## src/hw/dcw_defines.svh

```systemverilog
// Named constants for the dynamic memory column-strobe controller
`ifndef DCW_DEFINES_SVH
`define DCW_DEFINES_SVH
`define DCW_ADDR_W      26
`define DCW_DATA_W      32
`define DCW_WAVE_W      96
`define DCW_WAVE_CNT_W  7
`define DCW_BEATS_MAX   4'h8
`define DCW_BEAT_W      4
`define DCW_TDL_W       2
`define DCW_TRP_W       4
`define DCW_ROWSEL_9    2'h0
`define DCW_ROWSEL_10   2'h1
`define DCW_ROWSEL_11   2'h2
`define DCW_ROWSEL_12   2'h3
`define DCW_MUX_LO      10
`define DCW_MUX_HI      21
`define DCW_RD_RELEASE  2'h2
`define DCW_CFG_RESET   1'h0
`endif

```

## src/hw/dcw_pkg.sv

```systemverilog
// Types shared by the dynamic memory column-strobe controller
`include "dcw_defines.svh"
package dcw_pkg;
  typedef struct packed {
    logic [1:0]                 row_bits_select;
    logic                       column_shift_half_rate;
    logic [`DCW_TDL_W-1:0]      read_latch_delay;
    logic [`DCW_TRP_W-1:0]      precharge_wait;
    logic [`DCW_WAVE_W-1:0]     column_waveform;
  } dcw_cfg_s;
  typedef struct packed {
    logic                       write;
    logic [`DCW_BEAT_W-1:0]     beats;
    logic [`DCW_ADDR_W-1:0]     addr;
  } dcw_req_s;
  typedef enum logic [4:0] {
    ST_IDLE  = 5'h01,
    ST_ROW   = 5'h02,
    ST_SHIFT = 5'h04,
    ST_HOLD  = 5'h08,
    ST_PRE   = 5'h10
  } dcw_state_e;
endpackage : dcw_pkg

```

## src/hw/dcw_dram_ctrl.sv

```systemverilog
// Dynamic memory access sequencer with shift-register column-strobe waveform
// What this block does
// - Drives one of four identical banks over a 32-bit data path.
// - Each access moves one to eight words, as the request says; a request of zero or above eight moves eight.
// - Row phase puts internal bits 18..10 on muxed pins 8..0, and bits 21..19 on pins 11..9 at every row width.
// - Column phase puts bits 9..2 on pins 7..0, upper pins per row width.
// - Muxed lines 11..0 are external address pins 21..10.
// - Row phase drives every address pin with the same-index internal bit.
// - Waveform advances every clock, or every second clock at half rate.
// - Shifting stops when strobe pulses equal the word count.
// - Three concatenated waveform words give the full burst, LSB first.
// - Row address first, one clock later row strobe falls and shifting starts.
// - Shifted-out one drives column strobe high, zero drives it low.
// - First column address is valid a cycle before the strobe first falls.
// - Reads latch data zero to three cycles after each strobe rising edge.
// - Writes release row strobe at next memory-clock edge after last strobe rise.
// - Reads release row strobe at memory-clock edge two or three after last latch.
// - Later column addresses change one clock after the strobe rises; write data reloads as it rises.
// - Write or output enable strobes follow row strobe timing.
// - After release, wait the precharge count before next row strobe.
// - The memory clock runs at half the controller clock.
`timescale 1ns/1ps
`include "dcw_defines.svh"
module dcw_dram_ctrl (
  input  wire logic                     ref_clk,
  input  wire logic                     reset,
  input  wire dcw_pkg::dcw_cfg_s        cfg,
  input  wire logic [1:0]               bank_select,
  input  wire logic                     req_valid,
  input  wire dcw_pkg::dcw_req_s        req,
  input  wire logic [`DCW_DATA_W-1:0]   req_wdata,
  input  wire logic [`DCW_DATA_W-1:0]   mem_rdata,
  output logic                          req_ready,
  output logic                          rdata_valid,
  output logic [`DCW_DATA_W-1:0]        rdata,
  output logic                          done,
  output logic [`DCW_ADDR_W-1:0]        mem_addr,
  output logic [`DCW_DATA_W-1:0]        mem_wdata,
  output logic                          mem_data_oe_n,
  output logic [3:0]                    row_strobe_n,
  output logic                          column_strobe_n,
  output logic                          write_strobe_n,
  output logic                          output_enable_n,
  output logic                          mem_clk_phase
);

  // State registers
  dcw_pkg::dcw_state_e            state_reg, state_next;
  dcw_pkg::dcw_req_s              req_reg, req_next;
  logic [`DCW_DATA_W-1:0]         wdata_reg, wdata_next;
  logic [`DCW_WAVE_W-1:0]         wave_reg, wave_next;
  logic [`DCW_BEAT_W-1:0]         pulses_reg, pulses_next;
  logic [`DCW_BEAT_W-1:0]         latched_reg, latched_next;
  logic [`DCW_TDL_W:0]            lat_pipe_reg, lat_pipe_next;
  logic [3:0]                     lat_dly_reg, lat_dly_next;
  logic [`DCW_TRP_W-1:0]          wait_reg, wait_next;
  logic [1:0]                     hold_reg, hold_next;
  logic                           half_reg, half_next;
  logic                           mclk_reg, mclk_next;
  logic                           cas_reg, cas_next;
  logic                           ras_reg, ras_next;
  logic [1:0]                     bank_reg, bank_next;
  logic [`DCW_ADDR_W-1:0]         addr_reg, addr_next;
  logic [`DCW_DATA_W-1:0]         mwd_reg, mwd_next;
  logic                           oe_reg, oe_next;
  logic                           rv_reg, rv_next;
  logic [`DCW_DATA_W-1:0]         rd_reg, rd_next;
  logic                           done_reg, done_next;
  logic [`DCW_BEAT_W-1:0]         beat_reg, beat_next;
  logic [11:0]                    row_mux, col_mux;
  logic                           shift_en, cas_rise, last_pulse, latch_now;

  // Row-phase muxed lines: same-index internal bits on all twelve lines at every width
  always_comb begin
    row_mux       = 12'h000;
    row_mux[8:0]  = req_reg.addr[18:10];
    // Unused upper lines are don't-care to the part, so same-index bits suit all widths
    row_mux[9]    = req_reg.addr[19];
    row_mux[10]   = req_reg.addr[20];
    row_mux[11]   = req_reg.addr[21];
  end

  // Column-phase muxing picked from row width alone; beat index added to bits 4..2
  always_comb begin
    col_mux      = 12'h000;
    col_mux[7:0] = {req_reg.addr[9:5], req_reg.addr[4:2] + beat_reg[2:0]};
    case (cfg.row_bits_select)
      `DCW_ROWSEL_9: begin
        col_mux[8] = req_reg.addr[19];
      end
      `DCW_ROWSEL_10: begin
        col_mux[8] = req_reg.addr[20];
        col_mux[9] = req_reg.addr[21];
      end
      `DCW_ROWSEL_11: begin
        col_mux[8]  = req_reg.addr[21];
        col_mux[9]  = req_reg.addr[22];
        col_mux[10] = req_reg.addr[23];
      end
      default: begin
        col_mux[8] = req_reg.addr[22];
        col_mux[9] = req_reg.addr[23];
      end
    endcase
  end

  // Shift enable every clock or every other clock
  assign shift_en   = (state_reg == dcw_pkg::ST_SHIFT) &&
                      (!cfg.column_shift_half_rate || half_reg);
  // Rising edge of the strobe waveform as the next bit comes out
  assign cas_rise   = shift_en && !cas_reg && wave_reg[0];
  assign last_pulse = cas_rise && (pulses_reg + 4'h1 == req_reg.beats);
  // Programmable latch delay, zero cycles taps the edge itself
  assign latch_now  = !req_reg.write &&
                      ((cfg.read_latch_delay == 2'h0) ? cas_rise
                                                      : lat_pipe_reg[cfg.read_latch_delay - 2'h1]);

  // Sequencer next-state logic
  always_comb begin
    state_next    = state_reg;
    req_next      = req_reg;
    wdata_next    = wdata_reg;
    wave_next     = wave_reg;
    pulses_next   = pulses_reg;
    latched_next  = latched_reg;
    lat_pipe_next = {lat_pipe_reg[`DCW_TDL_W-1:0], cas_rise};
    lat_dly_next  = lat_dly_reg;
    wait_next     = wait_reg;
    hold_next     = hold_reg;
    half_next     = (state_reg == dcw_pkg::ST_SHIFT) ? !half_reg : 1'b0;
    mclk_next     = !mclk_reg;
    cas_next      = cas_reg;
    ras_next      = ras_reg;
    bank_next     = bank_reg;
    addr_next     = addr_reg;
    mwd_next      = mwd_reg;
    oe_next       = oe_reg;
    rv_next       = 1'b0;
    rd_next       = rd_reg;
    done_next     = 1'b0;
    beat_next     = beat_reg;
    if (latch_now) begin
      rv_next      = 1'b1;
      rd_next      = mem_rdata;
      latched_next = latched_reg + 4'h1;
    end
    case (state_reg)
      dcw_pkg::ST_IDLE: begin
        if (req_valid) begin
          req_next   = req;
          if ((req.beats == 4'h0) || (req.beats > `DCW_BEATS_MAX)) begin
            req_next.beats = `DCW_BEATS_MAX;
          end
          wdata_next = req_wdata;
          bank_next  = bank_select;
          addr_next  = req.addr;
          state_next = dcw_pkg::ST_ROW;
        end
      end
      dcw_pkg::ST_ROW: begin
        // Row address on pins one clock before row strobe falls
        addr_next[`DCW_MUX_HI:`DCW_MUX_LO] = row_mux;
        addr_next[`DCW_ADDR_W-1:`DCW_MUX_HI+1] = req_reg.addr[`DCW_ADDR_W-1:`DCW_MUX_HI+1];
        addr_next[`DCW_MUX_LO-1:0] = req_reg.addr[`DCW_MUX_LO-1:0];
        wave_next   = cfg.column_waveform;
        pulses_next = 4'h0;
        latched_next = 4'h0;
        beat_next   = 4'h0;
        cas_next    = 1'b1;
        state_next  = dcw_pkg::ST_SHIFT;
        ras_next    = 1'b0;
        oe_next     = !req_reg.write;
        mwd_next    = wdata_reg;
      end
      dcw_pkg::ST_SHIFT: begin
        // Column address comes in while leading ones hold strobe high
        addr_next[`DCW_MUX_HI:`DCW_MUX_LO] = col_mux;
        if (shift_en) begin
          cas_next  = wave_reg[0];
          wave_next = {1'b1, wave_reg[`DCW_WAVE_W-1:1]};
          if (cas_rise) begin
            pulses_next = pulses_reg + 4'h1;
            beat_next   = beat_reg + 4'h1;
            mwd_next    = wdata_reg;
          end
          if (last_pulse) begin
            cas_next   = 1'b1;
            state_next = dcw_pkg::ST_HOLD;
            hold_next  = req_reg.write ? 2'h0 : (cfg.read_latch_delay + 2'h2);
          end
        end
      end
      dcw_pkg::ST_HOLD: begin
        // Writes release at next memory edge; reads wait out latch plus two
        if (((req_reg.write && hold_reg == 2'h0) || (latched_reg == req_reg.beats &&
             !req_reg.write && lat_dly_reg + 4'h1 >= {2'h0, `DCW_RD_RELEASE})) && mclk_reg) begin
          ras_next   = 1'b1;
          wait_next  = cfg.precharge_wait;
          state_next = dcw_pkg::ST_PRE;
          done_next  = 1'b1;
        end else if (hold_reg != 2'h0) begin
          hold_next = hold_reg - 2'h1;
        end
        if (!req_reg.write && latched_reg == req_reg.beats && lat_dly_reg != 4'hF) begin
          lat_dly_next = lat_dly_reg + 4'h1;
        end
      end
      dcw_pkg::ST_PRE: begin
        lat_dly_next = 4'h0;
        oe_next      = 1'b1;
        if (wait_reg == 4'h0) begin
          state_next = dcw_pkg::ST_IDLE;
        end else begin
          wait_next = wait_reg - 4'h1;
        end
      end
      default: begin
        state_next = dcw_pkg::ST_IDLE;
      end
    endcase
  end

  // Register everything on the controller clock
  always_ff @(posedge ref_clk or posedge reset) begin
    if (reset) begin
      state_reg    <= dcw_pkg::ST_IDLE;
      req_reg      <= '0;
      wdata_reg    <= '0;
      wave_reg     <= {`DCW_WAVE_W{1'b1}};
      pulses_reg   <= '0;
      latched_reg  <= '0;
      lat_pipe_reg <= '0;
      lat_dly_reg  <= '0;
      wait_reg     <= '0;
      hold_reg     <= '0;
      half_reg     <= 1'b0;
      mclk_reg     <= 1'b0;
      cas_reg      <= 1'b1;
      ras_reg      <= 1'b1;
      bank_reg     <= '0;
      addr_reg     <= '0;
      mwd_reg      <= '0;
      oe_reg       <= 1'b1;
      rv_reg       <= 1'b0;
      rd_reg       <= '0;
      done_reg     <= 1'b0;
      beat_reg     <= '0;
    end else begin
      state_reg    <= state_next;
      req_reg      <= req_next;
      wdata_reg    <= wdata_next;
      wave_reg     <= wave_next;
      pulses_reg   <= pulses_next;
      latched_reg  <= latched_next;
      lat_pipe_reg <= lat_pipe_next;
      lat_dly_reg  <= lat_dly_next;
      wait_reg     <= wait_next;
      hold_reg     <= hold_next;
      half_reg     <= half_next;
      mclk_reg     <= mclk_next;
      cas_reg      <= cas_next;
      ras_reg      <= ras_next;
      bank_reg     <= bank_next;
      addr_reg     <= addr_next;
      mwd_reg      <= mwd_next;
      oe_reg       <= oe_next;
      rv_reg       <= rv_next;
      rd_reg       <= rd_next;
      done_reg     <= done_next;
      beat_reg     <= beat_next;
    end
  end

  // Output flops; per-bank row strobes decoded ahead of the register
  logic [3:0] ras_bank_reg;
  logic       we_reg;
  logic       oen_reg;
  logic       ready_reg;
  always_ff @(posedge ref_clk or posedge reset) begin
    if (reset) begin
      ras_bank_reg <= 4'hF;
      we_reg       <= 1'b1;
      oen_reg      <= 1'b1;
      ready_reg    <= 1'b0;
    end else begin
      ras_bank_reg <= ras_next ? 4'hF : ~(4'h1 << bank_next);
      we_reg       <= ras_next | ~req_next.write;
      oen_reg      <= ras_next | req_next.write;
      ready_reg    <= (state_next == dcw_pkg::ST_IDLE);
    end
  end

  assign row_strobe_n    = ras_bank_reg;
  assign column_strobe_n = cas_reg;
  assign write_strobe_n  = we_reg;
  assign output_enable_n = oen_reg;
  assign mem_addr        = addr_reg;
  assign mem_wdata       = mwd_reg;
  assign mem_data_oe_n   = oe_reg;
  assign rdata_valid     = rv_reg;
  assign rdata           = rd_reg;
  assign done            = done_reg;
  assign req_ready       = ready_reg;
  assign mem_clk_phase   = mclk_reg;

  // Checks
  chk_ras_after_row: assert property (@(posedge ref_clk) disable iff (reset)
    (state_reg == dcw_pkg::ST_ROW) |=> (ras_reg == 1'b0))
    else $error("row strobe not asserted one clock after row address");
  chk_pulse_count: assert property (@(posedge ref_clk) disable iff (reset)
    (state_reg == dcw_pkg::ST_SHIFT && state_next == dcw_pkg::ST_HOLD) |->
    (pulses_next == req_reg.beats))
    else $error("strobe pulses differ from word count");
  chk_cas_follows: assert property (@(posedge ref_clk) disable iff (reset)
    shift_en && state_next == dcw_pkg::ST_SHIFT |=> (cas_reg == $past(wave_reg[0])))
    else $error("column strobe does not follow waveform bit");
  chk_half_rate: assert property (@(posedge ref_clk) disable iff (reset)
    (cfg.column_shift_half_rate && shift_en) |=> !shift_en)
    else $error("half-rate shift advanced on consecutive clocks");
  chk_we_with_ras: assert property (@(posedge ref_clk) disable iff (reset)
    !write_strobe_n |-> (row_strobe_n != 4'hF))
    else $error("write strobe active without row strobe");
  chk_ras_on_edge: assert property (@(posedge ref_clk) disable iff (reset)
    $rose(ras_reg) |-> !mclk_reg)
    else $error("row strobe released off the memory clock edge");
  chk_precharge: assert property (@(posedge ref_clk) disable iff (reset)
    $rose(ras_reg) |=> ras_reg[*2])
    else $error("row strobe reasserted during precharge");
  chk_one_bank: assert property (@(posedge ref_clk) disable iff (reset)
    $onehot0(~row_strobe_n))
    else $error("more than one bank row strobe active");
  chk_row_mux: assert property (@(posedge ref_clk) disable iff (reset)
    (state_reg == dcw_pkg::ST_ROW) |=>
    (mem_addr[`DCW_MUX_LO+8:`DCW_MUX_LO] == req_reg.addr[18:10]))
    else $error("row address bits missing on muxed pins");

endmodule : dcw_dram_ctrl

```

## config.mk

```make
export PLATFORM = sky130hd
export DESIGN_NAME = dcw_dram_ctrl
export DESIGN_NICKNAME = d
export VERILOG_FILES = /design/src/hw/dcw_pkg.sv /design/src/hw/dcw_dram_ctrl.sv
export VERILOG_INCLUDE_DIRS = /design/src /design/src/hw
export SDC_FILE = /design/constraint.sdc
export NUM_CORES = 1
export LEC_CHECK = 0
export ABC_AREA = 1
export BUFFER_PORTS_ARGS = -buffer_cell sky130_fd_sc_hd__buf_2
export CORE_MARGIN = 5
export CORE_UTILIZATION = 49
export DETAILED_ROUTE_END_ITERATION = 6
export PLACE_DENSITY_LB_ADDON = 0.1
export RECOVER_POWER = 100
export SYNTH_ARGS = -nofsm -noshare
export SYNTH_HDL_FRONTEND = slang
export SYNTH_SLANG_ARGS = --single-unit
```

## constraint.sdc

```tcl
create_clock -name ref_clk -period 9.7 [get_ports ref_clk]
set_input_delay 1.94 -clock ref_clk [delete_from_list [all_inputs] [get_ports ref_clk]]
set_output_delay 1.94 -clock ref_clk [all_outputs]
set_load 0.01 [all_outputs]
```

### Yosys cells after proc, flatten, opt, wreduce, memory -nomap -nowiden

Index checks and enable logic that the tools add are counted.

* register bits after elaboration: 295
* bits of input ports: 205

* $add $sub $neg: 9
* magnitude comparators: 3
* eq/ne operators: 20
* shift operators: 1
* multiplexer cells: 56
* bitwise operators: 4
* reduce and logical (&&, ||, !) cells: 39

Operator list (number)
* 96-bit one-hot mux with 2 select lines: 1
* 96-bit two-way mux: 1
* 32-bit two-way mux: 2
* 32-bit one-hot mux with 2 select lines: 1
* 31-bit two-way mux: 2
* 4-bit two-way mux: 11
* 4-bit one-hot mux with 2 select lines: 5
* 12-bit one-hot mux with 3 select lines: 1
* 26-bit two-way mux: 1
* 5-bit two-way mux: 5
* 5-bit one-hot mux with 5 select lines: 1
* 10-bit one-hot mux with 2 select lines: 1
* 2-bit != test, second input constant: 9
* 4-bit by 1-bit adder with 4-bit output, second input constant: 4
* 2-bit two-way mux: 7
* 2-bit nonzero test: 7
* 5-bit by 1-bit == test with 1-bit output, second input constant: 2
* 1-bit logical AND: 10
* 1-bit two-way mux: 10
* 2-bit AND reduction: 5
* 4-bit == test: 2
* 4-bit logical NOT: 2
* 2-bit logical NOT: 3
* 1-bit one-hot mux with 2 select lines: 3
* 26 further kinds: 36

### Depth between registers and ports, before layout

Gate-level depths: netlist of run 1.

* word-level depth: 10
* mapped depth: 12
* gate-level depth less buffers: 12

### Least setup slack after synthesis of run 1

OpenSTA, ideal clock, no wires.

* path type: input port to flip-flop
* from: input port cfg[100] in the netlist's numbering
* to: register rd_reg[0] (netlist: rdata[0])
* arrival: 3.011 ns
* data required time: 9.584 ns
* slack: 6.572 ns
* cell stages on the path: 10
* path buffers: 1
* cells stage by stage: inv_1 ha_1 inv_1 nor2_1 o21ai_0 a21oi_1 nand2_2 clkbuf_1 nand2_1 nand2_1

* longest elaborated chain between the ends: 5
* elaborated cells between the ends (all ways): 6
* classes of those cells: add/sub (1); mux (3); reduce/logical (2)

RTL lines
* from (decl): line dcw_dram_ctrl.sv:27 `input wire dcw_pkg::dcw_cfg_s cfg,`
* 2-bit by 1-bit subtractor with 2-bit output: line dcw_dram_ctrl.sv:116 `: lat_pipe_reg[cfg.read_latch_delay - 2'h1]);`
* 1-bit binary-select mux with 2-bit select: line dcw_dram_ctrl.sv:116
* 1-bit two-way mux (not written as such): line dcw_dram_ctrl.sv:116
* 1-bit two-way mux (*): line dcw_dram_ctrl.sv:115 `((cfg.read_latch_delay == 2'h0) ? cas_rise`
* 1-bit logical AND (*): line dcw_dram_ctrl.sv:114 `assign latch_now = !req_reg.write &&`
* to (signal assigned): line dcw_dram_ctrl.sv:268 `rd_reg <= rd_next;`
* to (decl): line dcw_dram_ctrl.sv:67 `` logic [`DCW_DATA_W-1:0] rd_reg, rd_next; ``

Every way passes the cells marked *; elsewhere a longest branch is shown, timed or not. The select of a mux whose other input is x is not followed.
A chain may end at the register's enable or synchronous reset.

### Final worst setup path of run 1

* from: register state_reg[3]
* to: register wave_reg[42]

* longest elaborated chain between the ends: 4
* elaborated cells between the ends (all ways): 7
* classes of those cells: eq/ne (3); mux (1); reduce/logical (3)

RTL lines
* from (decl): line dcw_dram_ctrl.sv:48 `dcw_pkg::dcw_state_e state_reg, state_next;`
* from (signal assigned): line dcw_dram_ctrl.sv:226 `state_reg <= dcw_pkg::ST_IDLE;`
* from (signal assigned): line dcw_dram_ctrl.sv:249 `state_reg <= state_next;`
* 5-bit by 3-bit == test with 1-bit output: line dcw_dram_ctrl.sv:108, dcw_dram_ctrl.sv:147
* 1-bit logical AND: line dcw_dram_ctrl.sv:108 `assign shift_en = (state_reg == dcw_pkg::ST_SHIFT) &&`
* 2-bit != test (no line)
* 2-bit AND reduction (no line)
* to (signal assigned): line dcw_dram_ctrl.sv:229 `` wave_reg <= {`DCW_WAVE_W{1'b1}}; ``
* to (signal assigned): line dcw_dram_ctrl.sv:252 `wave_reg <= wave_next;`
* to (decl): line dcw_dram_ctrl.sv:51 `` logic [`DCW_WAVE_W-1:0] wave_reg, wave_next; ``

Parallel ways exist; a longest one is shown, timed or not.

==> impl_metrics.yaml, run 1 <==
clock_tree:
  postCtsSetupRepairBufs: 0
  cts_buffer_depth: 3
  cts.sinks: 294
  cts_buffers: 34
  ctsHtreeMaxLevel: 2
  cts_root_buffer: "clkbuf_16"
  insertion_delay_ns: 0.50
  cts-resized-gates: 0
  tritoncts: "done"
  clk_pin_slew_ns: 0.06
  cts_hold_buf: 0
logic_synthesis:
  post-synth-top-count-cell: "nand2_1"
  synth-main-ff-cell: "dfrtp_1"
  yosys.area.top_type: "dfrtp_1"
  netlist_area_mm2: 0.0130
  synth_seq_area_share_pct: 57.6
  synth_top_area_share_pct: 36.2
  synth.top_cells.by_count: "546 x nand2_1, 188 x dfrtp_1, 167 x inv_1, 141 x o21ai_0, 106 x dfstp_2"
  synth_edf_count: 0
  synth_area_per_cell_um2: 8.82
  synth_cells: 1473
  yosys_warnings: 0
  synthTopCellsByArea: "dfrtp_1 36%, dfstp_2 21%, nand2_1 16%, o211ai_1 6.1%, o21ai_0 5.4%"
  ys_ff_latch: 294
  synth_cell_types: 39
  synthArstFlopShare_pct: 100
  syn_nets: 1688
critical_path:
  critPathCaptureType: "flip-flop"
  cp_slowest_cell: "nand2_1"
  critical-path-max-stage-delay_ns: 2.42
  crit_path_max_fanout: 98
  worst_setup_path_start_kind: "flip-flop"
  crit_arrival_ns: 5.99
  crit_type: "flip-flop to flip-flop"
  crit_buf_inv: 1
  cp_data_required_time_ns: 10.10
  critical_path.cell_chain: "nor2_1 > nand4_1 > nand2_1 > buf_4 > o211ai_1 > o21ai_0"
  cp_top_family: "simple AND/OR/NAND/NOR gates"
die:
  die-area_mm2: 0.0299
  coreArea_mm2: 0.0261
  die_x_um: 173
  initial_core_util_pct: 49.9
  fp-row-count: 59
  io_pins: 307
  die_h_um: 173
final_layout:
  largest_register_ffs: 96
  area_growth_pct: 19.7
  nets: 1964
  layout-drive-gt1-share_pct: 21.0
  multiInputGateArea_mm2: 0.00437
  finalInstanceArea_mm2: 0.0156
  register_area_mm2: 0.00749
  fillCellCount: 2458
place:
  dpl_cell_area_mm2: 0.0146
  portBuffers: 306
  hpwl_um: 22100
  gp_congestion: 0.854
route:
  wire_per_inst_um: 15.6
  route.detailed.drc: 0
  first_iter_violations: 719
  ant_nets: 0
  via_per_inst: 5.04
  via_count: 10600
  finalWirelength_um: 32900
  drt_pre_antenna_iters: 7
sta:
  worst_pin_slew_ns: 3.71
  setup_viol: 0
  slew_headroom_pct: -147
  fin_skew_ns: 0.0193
  fin_crit_sh_pct: 57.6
  fmax_mhz: 179
  min_period_ns: 5.58
  rsz0062_at_grt: "false"
  finalSetupTns_ns: 0
  slew_violations: 447
  final_hold_viol_count: 0
run_status:
  outcome: "finished with violations"
  violations: "max-capacitance violations, max-slew violations"
pwr:
  peakVddDrop_mv: 0.183
  powerDensity_mw_per_mm2: 315
  power.leakage_nw: 7.50
global_route:
  grt_max_degree: 101
  antenna_found_initial: 9
  grt_usage_pct: 21.7
  grt_pass1_wl_um: 54300
  grt_overflow: 0
  grt_pass1_vias: 10600
job:
  cap_violations: 8
worst_hold_path:
  hp-class: "flip-flop to flip-flop"
-- placed cells by master, fill, tap and decap left out, types with 4 or more instances in the layout --
cell / n
nand2_1: 551
buf_2: 203
dfrtp_1: 188
inv_1: 171
o21ai_0: 152
clkbuf_1: 113
o211ai_1: 105
dfstp_2: 105
clkbuf_16: 37
nand3_1: 31
nor2_1: 24
a21oi_1: 18
ha_1: 9
nand4_1: 8
o22ai_1: 7
clkinv_2: 7
diode_2: 4
nor3_1: 4
a31oi_1: 4
clkbuf_8: 4
buf_4: 4
-- metrics by stage --
stage / power [mW] / hold WS [ns] / setup slack (ns) / utilization [%] / std cells
3_5_place_dp: 3.69 / 0.375 / 5.34 / 56.0 / 2048
3_3_place_gp: 3.63 / 0.371 / 5.38 / 56.0 / 2048
4_1_cts: 5.02 / 0.386 / 5.88 / 60.5 / 2109
2_1_floorplan: 3.18 / 0.349 / 3.94 / - / 1473
6_report: 4.91 / 0.390 / 4.12 / 59.7 / 2113
5_1_grt: 5.29 / 0.396 / 3.31 / 59.7 / 2113
-- worst paths after layout --
path	startpoint	endpoint	depth (start not counted)	slack, ns
worst max-delay path	state_reg[3]	wave_reg[42]	6	4.12
worst min-delay path	lat_pipe_reg[0]	lat_pipe_reg[1]	0	0.39
worst max register to register	state_reg[3]	wave_reg[42]	6	4.12
worst min register to register	lat_pipe_reg[0]	lat_pipe_reg[1]	0	0.39
max in group asynchronous	reset	col_mux[4]	4	4.23
min in group asynchronous	reset	req_reg[16]	2	1.89
-- cell type report --
class / instances / share of cell area [%]
tap: 335 / 2.69
multi-input combinational: 931 / 28.1
timing repair buffer: 314 / 9.31
antenna: 4 / 0.0643
clock inverter: 14 / 0.997
inverter: 174 / 4.24
clock buffer: 47 / 6.45
sequential: 294 / 48.1
-- power by group --
| group | internal, mW | switching (mW) |
|---|---|---|
| Sequential | 1.89 | 0.244 |
| Clock | 0.806 | 0.501 |
| Combinational | 0.478 | 0.986 |
-- logic make-up after synthesis --
family / count (synthesis) / share of synthesized area [%]
AOI/OAI and AO/OA: 295 / 13.7
xor gates and xnor gates: 2 / 0.135
adders and majority gates: 10 / 1.02
buffers and inverters: 248 / 8.24
DFF: 294 / 57.6
muxes: 1 / 0.0770
and+or+nand+nor: 623 / 19.3
-- layer usage --
metal | global-route usage, % | share of wire, % | wire (um) | vias to the layer above
met5 | 0 | 0.17 | 57 | -
met1 | 28.8 | 43 | 14100 | 4999
li1 | - | - | - | 5305
met4 | 6.81 | 2.2 | 723 | 10
met2 | 35.2 | 49 | 16100 | 268
met3 | 5.41 | 6.0 | 1960 | 61
Power figures use the tool's default switching activity.
==> run 2: changes to the inputs <==
- clock period: 9.7 -> 4.8 ns (I/O delays scaled with it)
==> impl_metrics.yaml, run 2 (same netlist as run 1, synthesis figures left out) <==
run_status:
  outcome: "finished with violations"
  violations: "max-capacitance violations, max-slew violations"
global_route:
  grt_usage_pct: 21.1
  grt_pass1_vias: 10400
  antenna_found_initial: 8
  grt_overflow: 0
  grt_max_degree: 140
  grt_pass1_wl_um: 53300
final_layout:
  area_growth_pct: 19.1
  mostFrequentLayoutCell: "nand2_1"
  finalInstanceArea_mm2: 0.0155
  layout-drive-gt1-share_pct: 21.0
  layout_common_cells: "550 x nand2_1, 204 x buf_2, 188 x dfrtp_1"
  nets: 1965
  largest_register_ffs: 96
sta:
  fin_skew_ns: 0.00806
  finalSetupTns_ns: 0
  setup_viol: 0
  rsz0062_at_grt: "false"
  slew_violations: 266
  min_period_ns: 3.56
  worst_pin_slew_ns: 2.79
  final_hold_viol_count: 0
  slew_headroom_pct: -86.3
  fin_crit_sh_pct: 74.1
  fmax_mhz: 281
die:
  coreArea_mm2: 0.0261
  io_pins: 307
  fp-row-count: 59
  die_h_um: 173
  die_x_um: 173
  initial_core_util_pct: 49.9
  die-area_mm2: 0.0299
critical_path:
  r2r_setup_slack_ns: 1.24
  crit_start: "state_reg[0]"
  cp_data_required_time_ns: 5.20
  critPathCaptureType: "flip-flop"
  crit_arrival_ns: 3.96
  r2r-start: "state_reg[0]"
  crit_path_max_fanout: 92
  r2r-end: "mem_addr[16]"
  worstRegToRegCells: 9
  crit_type: "flip-flop to flip-flop"
  worst_setup_path_start_kind: "flip-flop"
clock_tree:
  insertion_delay_ns: 0.55
  cts.sinks: 294
  clk_pin_slew_ns: 0.06
  cts-resized-gates: 0
  tritoncts: "done"
  postCtsSetupRepairBufs: 0
  ctsHtreeMaxLevel: 1
  cts_root_buffer: "clkbuf_16"
  cts_buffer_depth: 3
  cts_hold_buf: 0
  cts_buffers: 31
route:
  via_per_inst: 5.01
  via_count: 10600
  first_iter_violations: 704
  route.detailed.drc: 0
  finalWirelength_um: 32300
  wire_per_inst_um: 15.3
  drt_pre_antenna_iters: 5
  ant_nets: 0
place:
  dpl_cell_area_mm2: 0.0146
  hpwl_um: 22000
  gp_congestion: 0.814
  portBuffers: 306
pwr:
  p_seq_share_pct: 44.6
  p_clk_share_pct: 24.7
  switching_share_pct: 35.8
  peakVddDrop_mv: 0.354
  pwr-share-comb_pct: 30.7
  switchingPower_mw: 3.45
  intPower_mw: 6.19
  power.leakage_nw: 7.45
  powerDensity_mw_per_mm2: 623
job:
  cap_violations: 5
worst_hold_path:
  hp-class: "input port to async pin"
==> run 2: worst max-delay path: stages (launching register included) <==
cell and delay [ns]:
dfstp_1 0.53, inv_1 0.08, nand2_1 0.08, inv_1 0.07, nand2_1 0.37, inv_6 0.32, nor2_1 1.09, nand2_4 0.19
inv_1 0.47, o21ai_0 0.19
==> run 2: layer usage <==
| layer | vias up | GRT usage (%) | part of all wire [%] |
|---|---|---|---|
| met2 | 290 | 34.4 | 47 |
| met5 | - | 0 | 0.16 |
| met4 | 8 | 6.29 | 2.8 |
| met1 | 4925 | 28.7 | 44 |
| met3 | 65 | 4.34 | 5.8 |
| li1 | 5298 | - | - |
==> run 2: worst max path at each step <==
stage / end / slack, ns / cells past startpoint
after CTS: wave_reg[85] / 1.87 / 8
after floorplan: bank_reg[0] / 0.02 / 1
after detailed placement: latched_reg[2] / 1.40 / 13
after global routing: mem_addr[16] / 0.87 / 8
after global placement: latched_reg[2] / 1.44 / 13
final: mem_addr[16] / 1.24 / 9
==> run 2: cell type report <==
class                      count  area [um2]
multi-input combinational    931        4390
clock buffer                  48         920
sequential                   294        7490
fill                        2405       10600
tap                          335         419
antenna                        3        7.51
inverter                     174         659
clock inverter                10         109
timing repair buffer         318        1490
==> run 2: power groups by stage <==
stage	clock network (mW)	logic, mW	registers (mW)
floorplan	0	2.01	4.42
global placement	0	3.05	4.30
detailed placement	0	3.13	4.32
CTS	2.44	3.15	4.29
global route	2.55	3.44	4.42
finish	2.38	2.96	4.30
==> run 2: through the flow <==
stage | cells | util (%) | power [mW] | setup WS, ns | hold WS (ns)
after floorplan | 1473 | - | 6.42 | 0.0234 | 0.349
after global placement | 2052 | 56.2 | 7.35 | 1.44 | 0.367
after detailed placement | 2052 | 56.2 | 7.46 | 1.40 | 0.373
after CTS | 2110 | 60.1 | 9.89 | 1.87 | 0.282
after global routing | 2113 | 59.4 | 10.4 | 0.868 | 0.325
final | 2113 | 59.4 | 9.65 | 1.24 | 0.333
==> run 3: changes to the inputs <==
- ABC_AREA: 1 -> 0
- clock period: 4.8 -> 2.9 ns (I/O delays scaled with it)
==> impl_metrics.yaml, run 3 <==
sta:
  slew_violations: 185
  worst_pin_slew_ns: 1.81
  setup_viol: 0
  finalSetupTns_ns: 0
  slew_headroom_pct: -20.7
  fmax_mhz: 381
  fin_skew_ns: 0.0214
  min_period_ns: 2.63
  final_hold_viol_count: 0
  rsz0062_at_grt: "false"
  fin_crit_sh_pct: 90.5
die:
  die-area_mm2: 0.0293
  die_h_um: 171
  io_pins: 307
  fp-row-count: 59
  coreArea_mm2: 0.0258
  die_x_um: 171
  initial_core_util_pct: 49.3
critical_path:
  crit_path_max_fanout: 79
  crit_buf_inv: 1
  critical-path-max-stage-delay_ns: 0.64
  critPathCaptureType: "flip-flop"
  crit_start: "state_reg[0]"
  r2r-start: "state_reg[0]"
  critical_path.cell_chain: "nor4_1 > and2_0 > nor2_2 > o21bai_1 > buf_6 > nand2_1 > o21ai_0"
  cp_top_family: "simple AND/OR/NAND/NOR gates"
  crit_arrival_ns: 3.04
  worst_setup_path_start_kind: "flip-flop"
  cp_slowest_cell: "dfstp_1"
  crit_type: "flip-flop to flip-flop"
  cp_data_required_time_ns: 3.31
final_layout:
  area_growth_pct: 22.1
  layout-drive-gt1-share_pct: 26.6
  finalInstanceArea_mm2: 0.0156
  layout_common_cells: "445 x nand2_1, 208 x buf_2, 188 x dfrtp_1"
  largest_register_ffs: 96
  mostFrequentLayoutCell: "nand2_1"
  nets: 1754
place:
  portBuffers: 306
  gp_congestion: 0.819
  dpl_cell_area_mm2: 0.0146
  hpwl_um: 20500
pwr:
  peakVddDrop_mv: 0.670
  powerDensity_mw_per_mm2: 1050
  power.leakage_nw: 7.49
logic_synthesis:
  synth_edf_count: 0
  ys_ff_latch: 294
  synthArstFlopShare_pct: 100
  synth_seq_area_share_pct: 58.8
  synth.top_cells.by_count: "445 x nand2_1, 188 x dfrtp_1, 107 x o21ai_0, 106 x dfstp_2, 102 x mux2i_1"
  synth_top_area_share_pct: 36.9
  synth_area_per_cell_um2: 10.2
  yosys_warnings: 0
  synth_cell_types: 55
  netlist_area_mm2: 0.0127
  yosys.area.top_type: "dfrtp_1"
  synthTopCellsByArea: "dfrtp_1 37%, dfstp_2 22%, nand2_1 13%, mux2i_1 8.0%, o21ai_0 4.2%"
  post-synth-top-count-cell: "nand2_1"
  synth-main-ff-cell: "dfrtp_1"
  syn_nets: 1462
  synth_cells: 1247
route:
  finalWirelength_um: 30100
  via_per_inst: 5.09
  ant_nets: 0
  route.detailed.drc: 0
  drt_pre_antenna_iters: 6
  wire_per_inst_um: 15.8
  via_count: 9687
  first_iter_violations: 546
clock_tree:
  cts_root_buffer: "clkbuf_16"
  cts_buffer_depth: 3
  cts.sinks: 294
  cts_buffers: 34
  insertion_delay_ns: 0.50
  tritoncts: "done"
  ctsHtreeMaxLevel: 2
  postCtsSetupRepairBufs: 0
  clk_pin_slew_ns: 0.06
global_route:
  grt_max_degree: 112
  antenna_found_initial: 12
  grt_usage_pct: 20.2
  grt_pass1_wl_um: 48300
  grt_overflow: 0
  grt_pass1_vias: 9555
worst_hold_path:
  hp-class: "input port to async pin"
run_status:
  outcome: "finished with violations"
  violations: "max-capacitance violations, max-slew violations"
job:
  cap_violations: 3
==> run 3: what timing repair did <==
item / 4_1_cts / 5_1_grt
endpoints found under the setup margin: 0 / 1
hold buffers: 0 / 0
gates resized for setup: 0 / 1
==> run 3: cell families after synthesis <==
family | count (synthesis) | share of synthesized area (%)
xor+xnor | 17 | 1.17
flops | 294 | 58.8
compound gates | 167 | 7.79
fa+ha+maj | 10 | 1.04
mux | 138 | 11.3
buf+inv | 87 | 2.99
simple gates | 534 | 16.9
==> run 3: power by group <==
group          switching (mW)  internal, mW  total [mW]  leakage (nW)
sequential               1.07          6.38        7.45          3.44
clock                    1.62          2.74        4.36         0.569
combinational            2.75          1.71        4.46          3.49
total                    5.44          10.8        16.3          7.49
==> run 3: layer usage <==
layer / part of all wire, % / vias to the layer above / GRT usage [%]
met5: 0.41 / - / 0
met4: 2.3 / 18 / 5.96
met3: 8.4 / 69 / 6.18
met2: 48 / 276 / 32.8
met1: 41 / 4578 / 26.4
li1: - / 4746 / -
==> run 3: cell type report <==
type	count	area [um2]
fill	2298	10300
sequential	294	7490
multi-input combinational	866	4850
timing repair buffer	326	1570
clock buffer	54	1050
tap	335	419
clock inverter	6	109
inverter	17	65.1
antenna	4	10.0
==> run 3: final timing paths <==
| path | endpoint | slack (ns) | depth (start not counted) |
|---|---|---|---|
| worst max-delay path | wave_reg[23] | 0.27 | 7 |
| worst min-delay path | mem_wdata[8] | 0.16 | 2 |
| worst max register to register | wave_reg[23] | 0.27 | 7 |
| worst min register to register | lat_pipe_reg[2] | 0.37 | 0 |
| max in group asynchronous | done | 0.60 | 3 |
| min in group ref_clk | wdata_reg[31] | 0.26 | 3 |
==> run 3: metrics by stage <==
step                      power [mW]  setup WS (ns)  std cells  util, %  hold WS (ns)
after floorplan                 10.4          -1.50       1247        -         0.347
after global placement          12.1          0.336       1838     56.7         0.360
after detailed placement        12.3          0.264       1838     56.7         0.362
after CTS                       16.7          0.233       1898     61.2         0.112
after global routing            17.5         0.0265       1901     60.2         0.203
final                           16.3          0.275       1902     60.2         0.164
